## config.mk

```make
export PLATFORM = sky130hd
export DESIGN_NAME = vdl_top
export DESIGN_NICKNAME = d
export VERILOG_FILES = /design/src/verilog/vdl_pkg.sv /design/src/verilog/vdl_settle.sv /design/src/verilog/vdl_conv.sv /design/src/verilog/vdl_top.sv
export SDC_FILE = /design/constraint.sdc
export NUM_CORES = 1
export LEC_CHECK = 0
export ABC_AREA = 1
export BUFFER_PORTS_ARGS = -buffer_cell sky130_fd_sc_hd__buf_2
export CAP_MARGIN = 20
export CORE_MARGIN = 10
export CORE_UTILIZATION = 50
export CTS_CLUSTER_DIAMETER = 100
export DETAILED_ROUTE_END_ITERATION = 16
export HOLD_SLACK_MARGIN = 0.08
export PLACE_DENSITY = 0.8
export RECOVER_POWER = 100
export SYNTH_ARGS = -nofsm -noshare
export SYNTH_HDL_FRONTEND = slang
export SYNTH_SLANG_ARGS = --single-unit
```

## constraint.sdc

```tcl
create_clock -name ref_clk -period 1.85 [get_ports ref_clk]
set_input_delay 0.37 -clock ref_clk [delete_from_list [all_inputs] [get_ports ref_clk]]
set_output_delay 0.37 -clock ref_clk [all_outputs]
set_load 0.05 [all_outputs]
```

## src/verilog/vdl_pkg.sv

```systemverilog
// Package for the voice converter load control block.
// Assumes a 32-bit APB slave at 20 MHz and no other users.
package vdl_pkg;
   // Register byte addresses (word aligned)
   localparam logic [11:0] VDL_OFF_DATA_HIGH = 12'h000;
   localparam logic [11:0] VDL_OFF_DATA_LOW  = 12'h004;
   localparam logic [11:0] VDL_OFF_CONTROL   = 12'h008;
   localparam logic [11:0] VDL_OFF_STATUS    = 12'h00c;
   // Field positions
   localparam int VDL_CTRL_ON_BIT   = 0;
   localparam int VDL_STAT_RDY_BIT  = 0;
   localparam int VDL_STAT_BUSY_BIT = 1;
   // Reset values
   localparam logic [7:0] VDL_BYTE_RESET = 8'h00;
   localparam logic       VDL_ON_RESET   = 1'b0;
   // Settling time, figure and derived cycle count at 20 MHz
   localparam int VDL_CLK_HZ         = 20000000;
   localparam int VDL_SETTLE_NS      = 10000;
   localparam int VDL_SETTLE_CYC_RAW =
      (VDL_SETTLE_NS * (VDL_CLK_HZ / 1000000) + 999) / 1000;
   localparam int VDL_SETTLE_CYC     =
      (VDL_SETTLE_CYC_RAW < 1) ? 1 : VDL_SETTLE_CYC_RAW;
   localparam int VDL_CNT_W = 16;
   // Conversion busy window length in cycles
   localparam logic [3:0] VDL_CONV_CYC = 4'h4;
   // Control states of the converter
   typedef enum logic [1:0] {VDL_OFF, VDL_SETTLING, VDL_READY} vdl_state_e;
endpackage

```

## src/verilog/vdl_settle.sv

```systemverilog
// Settling timer: counts after the enable goes high.
// Assumes enable is a registered level in the same clock domain.
`timescale 1ns/1ns
`default_nettype none
module vdl_settle
   import vdl_pkg::*;
(
   // Clock and reset
   input  wire logic ref_clk,
   input  wire logic resetn,
   // Control
   input  wire logic enable,
   // Status
   output var  logic ready
);
   logic [VDL_CNT_W-1:0] cnt_reg, cnt_next;
   logic                 rdy_reg, rdy_next;
   localparam logic [VDL_CNT_W-1:0] LAST = VDL_CNT_W'(VDL_SETTLE_CYC - 1);

   // Restart on every disable so a re-enable waits the full time
   always_comb begin
      cnt_next = cnt_reg;
      rdy_next = rdy_reg;
      if (!enable) begin
         cnt_next = '0;
         rdy_next = 1'b0;
      end else if (!rdy_reg) begin
         if (cnt_reg == LAST) begin
            rdy_next = 1'b1;
         end else begin
            cnt_next = cnt_reg + 1'b1;
         end
      end
   end

   always_ff @(posedge ref_clk or negedge resetn) begin
      if (!resetn) begin
         cnt_reg <= '0;
         rdy_reg <= 1'b0;
      end else begin
         cnt_reg <= cnt_next;
         rdy_reg <= rdy_next;
      end
   end

   assign ready = rdy_reg;
endmodule
`default_nettype wire

```

## src/verilog/vdl_conv.sv

```systemverilog
// Conversion start generator: stretches a load into a busy window.
// Assumes load is a one-cycle pulse from the register block.
`timescale 1ns/1ns
`default_nettype none
module vdl_conv
   import vdl_pkg::*;
(
   // Clock and reset
   input  wire logic ref_clk,
   input  wire logic resetn,
   // Request
   input  wire logic load,
   // Status
   output var  logic busy
);
   logic [3:0] cnt_reg, cnt_next;

   // A new load restarts the window, never queues
   always_comb begin
      cnt_next = cnt_reg;
      if (load) begin
         cnt_next = VDL_CONV_CYC;
      end else if (cnt_reg != 4'h0) begin
         cnt_next = cnt_reg - 4'h1;
      end
   end

   always_ff @(posedge ref_clk or negedge resetn) begin
      if (!resetn) begin
         cnt_reg <= 4'h0;
      end else begin
         cnt_reg <= cnt_next;
      end
   end

   assign busy = (cnt_reg != 4'h0);
endmodule
`default_nettype wire

```

## src/verilog/vdl_top.sv

```systemverilog
// Register block and load control of the 16-bit voice converter.
// Assumes an APB master on ref_clk; converter is analog, outside.
//
// Contract
// - Low byte write only fills the shadow buffer, converter word unchanged.
// - High byte write copies shadow buffer into the low byte register.
// - Each high byte write with lane 0 on loads the full word and starts conversion.
// - Control bit 0 enables the converter; zero disables it.
// - Control bits seven to one read zero, writes ignored.
// - High register holds bits 15..8, low holds 7..0; both read back, but low is written only through the shadow.
`timescale 1ns/1ns
`default_nettype none
module vdl_top
   import vdl_pkg::*;
(
   // Clock and reset
   input  wire logic        ref_clk,
   input  wire logic        resetn,
   // APB slave
   input  wire logic        psel,
   input  wire logic        penable,
   input  wire logic        pwrite,
   input  wire logic [11:0] paddr,
   input  wire logic [31:0] pwdata,
   input  wire logic [3:0]  pstrb,
   output var  logic [31:0] prdata,
   output var  logic        pready,
   output var  logic        pslverr,
   // Converter side
   output var  logic [15:0] dac_word,
   output var  logic        dac_load,
   output var  logic        converter_on
);
   logic [7:0]  high_reg, high_next;
   logic [7:0]  low_reg, low_next;
   logic [7:0]  shadow_reg, shadow_next;
   logic        on_reg, on_next;
   logic [15:0] word_reg, word_next;
   logic        load_reg, load_next;
   logic [31:0] rdata_reg, rdata_next;
   logic        rdy_reg, rdy_next;
   logic        err_reg, err_next;
   logic        settled;
   logic        busy;
   logic        acc;
   logic        wr;
   logic        lane0;
   logic        hit;

   // Single-cycle access phase; ready is registered so it lands one later
   assign acc   = psel && penable && !rdy_reg;
   assign wr    = acc && pwrite;
   assign lane0 = pstrb[0];

   vdl_settle u_settle (
      .ref_clk (ref_clk),
      .resetn  (resetn),
      .enable  (on_reg),
      .ready   (settled)
   );

   vdl_conv u_conv (
      .ref_clk (ref_clk),
      .resetn  (resetn),
      .load    (load_reg),
      .busy    (busy)
   );

   // Register writes and converter load
   always_comb begin
      high_next   = high_reg;
      low_next    = low_reg;
      shadow_next = shadow_reg;
      on_next     = on_reg;
      word_next   = word_reg;
      load_next   = 1'b0;
      if (wr && lane0) begin
         if (paddr == VDL_OFF_DATA_HIGH) begin
            high_next = pwdata[7:0];
            low_next  = shadow_reg;
            word_next = {pwdata[7:0], shadow_reg};
            load_next = 1'b1;
         end else if (paddr == VDL_OFF_DATA_LOW) begin
            shadow_next = pwdata[7:0];
         end else if (paddr == VDL_OFF_CONTROL) begin
            on_next = pwdata[VDL_CTRL_ON_BIT];
         end
      end
   end

   // Read mux and slave answer; unmapped addresses error
   always_comb begin
      rdata_next = 32'h0000_0000;
      rdy_next   = acc;
      err_next   = 1'b0;
      hit        = 1'b1;
      if (paddr == VDL_OFF_DATA_HIGH) begin
         rdata_next[7:0] = high_reg;
      end else if (paddr == VDL_OFF_DATA_LOW) begin
         rdata_next[7:0] = low_reg;
      end else if (paddr == VDL_OFF_CONTROL) begin
         rdata_next[VDL_CTRL_ON_BIT] = on_reg;
      end else if (paddr == VDL_OFF_STATUS) begin
         rdata_next[VDL_STAT_RDY_BIT]  = settled;
         rdata_next[VDL_STAT_BUSY_BIT] = busy;
      end else begin
         hit = 1'b0;
      end
      if (!acc || pwrite) begin
         rdata_next = 32'h0000_0000;
      end
      err_next = acc && !hit;
   end

   always_ff @(posedge ref_clk or negedge resetn) begin
      if (!resetn) begin
         high_reg   <= VDL_BYTE_RESET;
         low_reg    <= VDL_BYTE_RESET;
         shadow_reg <= VDL_BYTE_RESET;
         on_reg     <= VDL_ON_RESET;
         word_reg   <= 16'h0000;
         load_reg   <= 1'b0;
         rdata_reg  <= 32'h0000_0000;
         rdy_reg    <= 1'b0;
         err_reg    <= 1'b0;
      end else begin
         high_reg   <= high_next;
         low_reg    <= low_next;
         shadow_reg <= shadow_next;
         on_reg     <= on_next;
         word_reg   <= word_next;
         load_reg   <= load_next;
         rdata_reg  <= rdata_next;
         rdy_reg    <= rdy_next;
         err_reg    <= err_next;
      end
   end

   assign prdata       = rdata_reg;
   assign pready       = rdy_reg;
   assign pslverr      = err_reg;
   assign dac_word     = word_reg;
   assign dac_load     = load_reg;
   assign converter_on = on_reg;

   // Checks
   a_low_no_load: assert property (@(posedge ref_clk) disable iff (!resetn)
      (wr && lane0 && paddr == VDL_OFF_DATA_LOW) |=>
      $stable(word_reg) && !load_reg)
      else $error("low byte write changed converter word");
   a_high_copy: assert property (@(posedge ref_clk) disable iff (!resetn)
      (wr && lane0 && paddr == VDL_OFF_DATA_HIGH) |=>
      low_reg == $past(shadow_reg))
      else $error("shadow not copied to low byte");
   a_high_load: assert property (@(posedge ref_clk) disable iff (!resetn)
      (wr && lane0 && paddr == VDL_OFF_DATA_HIGH) |=>
      dac_load && dac_word == {$past(pwdata[7:0]), $past(shadow_reg)}
      ##1 !dac_load)
      else $error("high byte write did not load word");
   a_load_cause: assert property (@(posedge ref_clk) disable iff (!resetn)
      dac_load |-> $past(wr) && $past(paddr) == VDL_OFF_DATA_HIGH)
      else $error("load without high byte write");
   a_enable_bit: assert property (@(posedge ref_clk) disable iff (!resetn)
      (wr && lane0 && paddr == VDL_OFF_CONTROL) |=>
      converter_on == $past(pwdata[0]))
      else $error("enable bit not taken from bit 0");
   a_ctrl_upper: assert property (@(posedge ref_clk) disable iff (!resetn)
      (acc && !pwrite && paddr == VDL_OFF_CONTROL) |=>
      prdata[31:1] == 31'h0 && pready)
      else $error("control upper bits not zero");
   a_read_bytes: assert property (@(posedge ref_clk) disable iff (!resetn)
      (acc && !pwrite && paddr == VDL_OFF_DATA_HIGH) |=>
      prdata == {24'h0, dac_word[15:8]} || $past(dac_load))
      else $error("high byte read mismatch");
   a_reset_clear: assert property (@(posedge ref_clk)
      $rose(resetn) |-> !converter_on && dac_word == 16'h0
      && low_reg == 8'h0 && shadow_reg == 8'h0)
      else $error("reset did not clear state");
   c_high_write: cover property (@(posedge ref_clk) disable iff (!resetn)
      dac_load);
   c_settled: cover property (@(posedge ref_clk) disable iff (!resetn)
      $rose(settled));
   c_bad_addr: cover property (@(posedge ref_clk) disable iff (!resetn)
      pslverr);

   // Status read while a conversion window is open
   c_status_busy: cover property (@(posedge ref_clk) disable iff (!resetn)
      acc && !pwrite && paddr == VDL_OFF_STATUS && busy);

   // Write with lane 0 off, which must be dropped
   c_strobe_off: cover property (@(posedge ref_clk) disable iff (!resetn)
      wr && !lane0);

   // Low byte write lands in the shadow and leaves the low register
   a_shadow_fill: assert property (@(posedge ref_clk)
      disable iff (!resetn)
      (wr && lane0 && paddr == VDL_OFF_DATA_LOW) |=>
      shadow_reg == $past(pwdata[7:0]) && $stable(low_reg))
      else $error("low byte write missed the shadow");

   // Shadow only moves on a low byte write
   a_shadow_keep: assert property (@(posedge ref_clk)
      disable iff (!resetn)
      !(wr && lane0 && paddr == VDL_OFF_DATA_LOW) |=>
      $stable(shadow_reg))
      else $error("shadow changed without a low byte write");

   // High byte register takes the written byte
   a_high_reg: assert property (@(posedge ref_clk)
      disable iff (!resetn)
      (wr && lane0 && paddr == VDL_OFF_DATA_HIGH) |=>
      high_reg == $past(pwdata[7:0]))
      else $error("high byte register not written");

   // Converter word only moves together with a load pulse
   a_word_stable: assert property (@(posedge ref_clk)
      disable iff (!resetn)
      !dac_load |-> $stable(dac_word))
      else $error("converter word moved without a load");

   // Every load opens a conversion window
   a_busy_after: assert property (@(posedge ref_clk)
      disable iff (!resetn)
      dac_load |=> busy)
      else $error("load did not start a conversion");

   // Clearing bit 0 turns the converter off
   a_enable_off: assert property (@(posedge ref_clk)
      disable iff (!resetn)
      (wr && lane0 && paddr == VDL_OFF_CONTROL && !pwdata[0]) |=>
      !converter_on)
      else $error("converter stayed on after clear");

   // Control read returns the enable bit in bit 0
   a_ctrl_read: assert property (@(posedge ref_clk)
      disable iff (!resetn)
      (acc && !pwrite && paddr == VDL_OFF_CONTROL) |=>
      prdata[0] == $past(on_reg))
      else $error("control read lost the enable bit");

   // Low byte read returns the committed byte, zero above
   a_low_read: assert property (@(posedge ref_clk)
      disable iff (!resetn)
      (acc && !pwrite && paddr == VDL_OFF_DATA_LOW) |=>
      prdata == {24'h0, $past(low_reg)})
      else $error("low byte read mismatch");

   // Lane 0 off: nothing may change or load
   a_strb_ignore: assert property (@(posedge ref_clk)
      disable iff (!resetn)
      (wr && !lane0) |=>
      $stable(word_reg) && $stable(on_reg) && !load_reg)
      else $error("write with lane 0 off took effect");

   // Status is read only; a write there must not act
   a_status_ro: assert property (@(posedge ref_clk)
      disable iff (!resetn)
      (wr && lane0 && paddr == VDL_OFF_STATUS) |=>
      $stable(on_reg) && !load_reg)
      else $error("write to status took effect");

   // Settled flag drops one cycle after the converter is off
   a_settle_off: assert property (@(posedge ref_clk)
      disable iff (!resetn)
      !converter_on |=> !settled)
      else $error("settled while converter off");

   // Unmapped addresses answer with an error
   a_err_unmap: assert property (@(posedge ref_clk)
      disable iff (!resetn)
      (acc && paddr != VDL_OFF_DATA_HIGH && paddr != VDL_OFF_DATA_LOW
      && paddr != VDL_OFF_CONTROL && paddr != VDL_OFF_STATUS) |=>
      pslverr && pready)
      else $error("unmapped access without error");

   // The answer is a single-cycle pulse
   a_ready_pulse: assert property (@(posedge ref_clk)
      disable iff (!resetn)
      pready |=> !pready)
      else $error("pready held longer than one cycle");

   // Error only ever comes with the answer
   a_err_ready: assert property (@(posedge ref_clk)
      disable iff (!resetn)
      pslverr |-> pready)
      else $error("pslverr without pready");

   // Read bus stays quiet outside an answer
   a_rdata_idle: assert property (@(posedge ref_clk)
      disable iff (!resetn)
      !pready |-> prdata == 32'h0000_0000)
      else $error("read data driven outside an answer");
endmodule
`default_nettype wire

```

==> results.ini <==
[worst_setup_path]
cp_num_buf_inv=1
critPathCaptureType=flop
crit_fanout=5
path_depth=7
required_ns=2.10
crit_start=u_settle.cnt_reg[0]$_DFFE_PN0P_
rr_worst_depth=7
setup.worst_path.start_class=flop
path_cells=ha_1 > inv_1 > nor2_1 > nand2_1 > o21bai_1 > nand3_1 > o21ai_0
critPathSlowestCell=dfrtp_1
crit_arrival_ns=1.90
worstReg2RegStart=u_settle.cnt_reg[0]$_DFFE_PN0P_
crit_type=flop to flop
max_stage_delay_ns=0.40
crit_family=simple AND/OR/NAND/NOR gates

[global_routing]
grt_pass1_vias=2498
grt_use_total_pct=14.7
use_met1_pct=17.9
busiest_layer=met2
gr-usage-met2_pct=22.8
grt_antenna_before_repair=0
grt_pass1_wl_um=11700
grt_use_met3_pct=4.65
grt_overflow=0
grt_max_degree=58

[power]
vdd_drop_max_v=0.000567
p_per_area_nw_per_um2=924
p_leak_nw=1.74

[layout]
syn_to_final_growth_pct=14.1
largest_register_ffs=16
final_cell_count_no_fill=531
fin_nets=507
design_area_sq_um=3500
layout-drive-gt1-share_pct=12.3
num_antenna_cells=0
fillers=552

[drt]
finalWirelength_um=7040
firstDrtPassIters=4
routedWlPerCell_um=13.3
drt_iter0_markers=186
num_vias=2587
drc_errors=0
vias_per_cell=4.87
ant_nets=0

[clocking]
clockRootBuffer=clkbuf_8
cts_max_level=3
cts.sinks=57
cts_buffers=9
cts_tree=built
cts_setup_buffers=0
clk_pin_slew_ns=0.06
cts_max_path_buffers=2
clk_latency_ns=0.33

[timing]
slew_violations=0
rsz0062_at_grt=no
report.final.setup_viol=0
fin_tns_setup_ns=0
post-route-period-util_pct=89.2
fmax_ghz=0.606
fin_worst_skew_ns=0.00646
maxSlewHeadroom_pct=50.0
layout_min_cycle_time_ns=1.65
hold_viol=0
worstMarginPinSlew_ns=0.750

[job]
maxCapViolations=0

[logic_synthesis]
ys_ff_latch=57
synthDistinctLibCells=31
netlist.area_leader.share_pct=46.4
ys_seq_area_share_pct=46.4
synthTopCellsByArea=dfrtp_1 (46%), nand2_1 (12%), nand3_1 (6.0%)
synth_top_area_cell=dfrtp_1
avgSynthCellArea_sq_um=7.86
yosys_warnings=0
syn_inst=391
synth_area_sq_um=3070

[status]
status=completed

[die]
die_h_um=98.4
start_util_pct=51.6
rows=28
fp.coreArea_sq_um=5960
die_x_um=98.4
die-area_sq_um=9680
io_pins=105

[min_path]
hp-class=primary input to flop
min_path_cells=3
worstHoldStart=pwdata[4]

[placement]
place_congestion=0.865
dp_cells=515
hpwl_um=5370
port-buffer-count=53
place_area_sq_um=3330

per-stage QoR:
| stage | total power [mW] | hold slack [ns] | setup slack (ns) | utilization, % |
|---|---|---|---|---|
| after global placement | 1.98 | 0.391 | 0.107 | 56.0 |
| after floorplan | 1.90 | 0.0744 | 0.255 | - |
| after detailed placement | 2.01 | 0.394 | 0.0159 | 56.0 |
| final | 3.24 | 0.253 | 0.200 | 58.8 |
| after CTS | 3.27 | 0.242 | 0.195 | 59.7 |
| after global routing | 3.41 | 0.252 | 0.0336 | 58.8 |
layout make-up:
class / instances / area, sq um / share of cell area, %
inverters: 43 / 161 / 4.61
flip-flops and latches: 57 / 1430 / 40.7
clock inverters: 3 / 65.1 / 1.86
repair buffers: 62 / 297 / 8.46
multi-input cells: 279 / 1320 / 37.5
clock buffers: 12 / 145 / 4.14
well taps: 75 / 93.8 / 2.68
cell usage after synthesis:
library cell	n
o21ai_0	29
nand4_1	6
nand2_1	100
buf_4	24
nor3_4	1
clkbuf_1	2
buf_2	6
a21oi_1	8
nor3_2	1
nor2_8	1
o21ai_1	3
nand3_1	37
nand3b_2	1
nand2_4	1
nor2_2	1
xor2_1	5
conb_1	1
nand2_2	1
nor3_1	4
inv_1	43
o211ai_1	2
nor2_1	39
buf_8	1
ha_1	2
o21bai_1	2
or2_2	2
dfrtp_1	57
and2_1	1
o21a_1	7
buf_6	2
xnor2_1	1
routing by layer:
metal,wire (um),vias up,part of all wire [%]
met5,0,-,0
li1,-,1317,-
met1,3090,1167,44
met4,119,0,1.7
met2,3260,93,46
met3,571,10,8.1
worst min-delay path: stages:
cell and delay, ns:
buf_2 0.08, nand2_1 0.04, nand2_1 0.05
worst paths after layout:
path / to / slack (ns)
setup reg to reg: u_settle.cnt_reg[10]$_DFFE_PN0P_ / 0.20
setup / recovery: u_settle.cnt_reg[10]$_DFFE_PN0P_ / 0.20
max in group asynchronous: u_settle.cnt_reg[10]$_DFFE_PN0P_ / 0.60
hold reg to reg: pready$_DFF_PN0_ / 0.47
min in group asynchronous: high_reg[3]$_DFFE_PN0P_ / 0.76
hold / removal: high_reg[4]$_DFFE_PN0P_ / 0.25
timing repair:
| action | CTS | global route |
|---|---|---|
| endpoints found under the hold margin | 57 | 0 |
| resized for setup | 0 | 0 |
| hold buffers | 1 | 0 |
power breakdown:
part	switching (mW)	internal, mW	total (mW)
clock network	0.465	0.786	1.25
logic	0.360	0.167	0.527
registers	0.108	1.35	1.46
total	0.933	2.30	3.24
logic make-up after synthesis:
family	Yosys count	share of synthesized area, %
compound gates	51	9.21
xor+xnor	6	1.71
fa+ha+maj	2	0.815
buf+inv	78	13.6
flops	57	46.4
other cells	1	0.122
simple gates	196	28.1
layout by cell type (no fill, tap or decap), types with 2 or more instances in the layout:
cell type	netlist	layout
buf_2	6	25
bufinv_16	0	2
nand2_1	100	100
nand3_1	37	37
o21ai_0	29	31
o21bai_1	2	2
o21a_1	7	7
o211ai_1	2	2
dfrtp_1	57	57
a21oi_1	8	8
buf_4	24	5
clkbuf_2	0	3
clkbuf_1	2	29
conb_1	1	24
clkbuf_8	0	10
nor2_1	39	39
ha_1	2	2
inv_1	43	43
xor2_1	5	5
nor3_1	4	4
nand4_1	6	6
or2_2	2	2
Power figures use the tool's default switching activity.
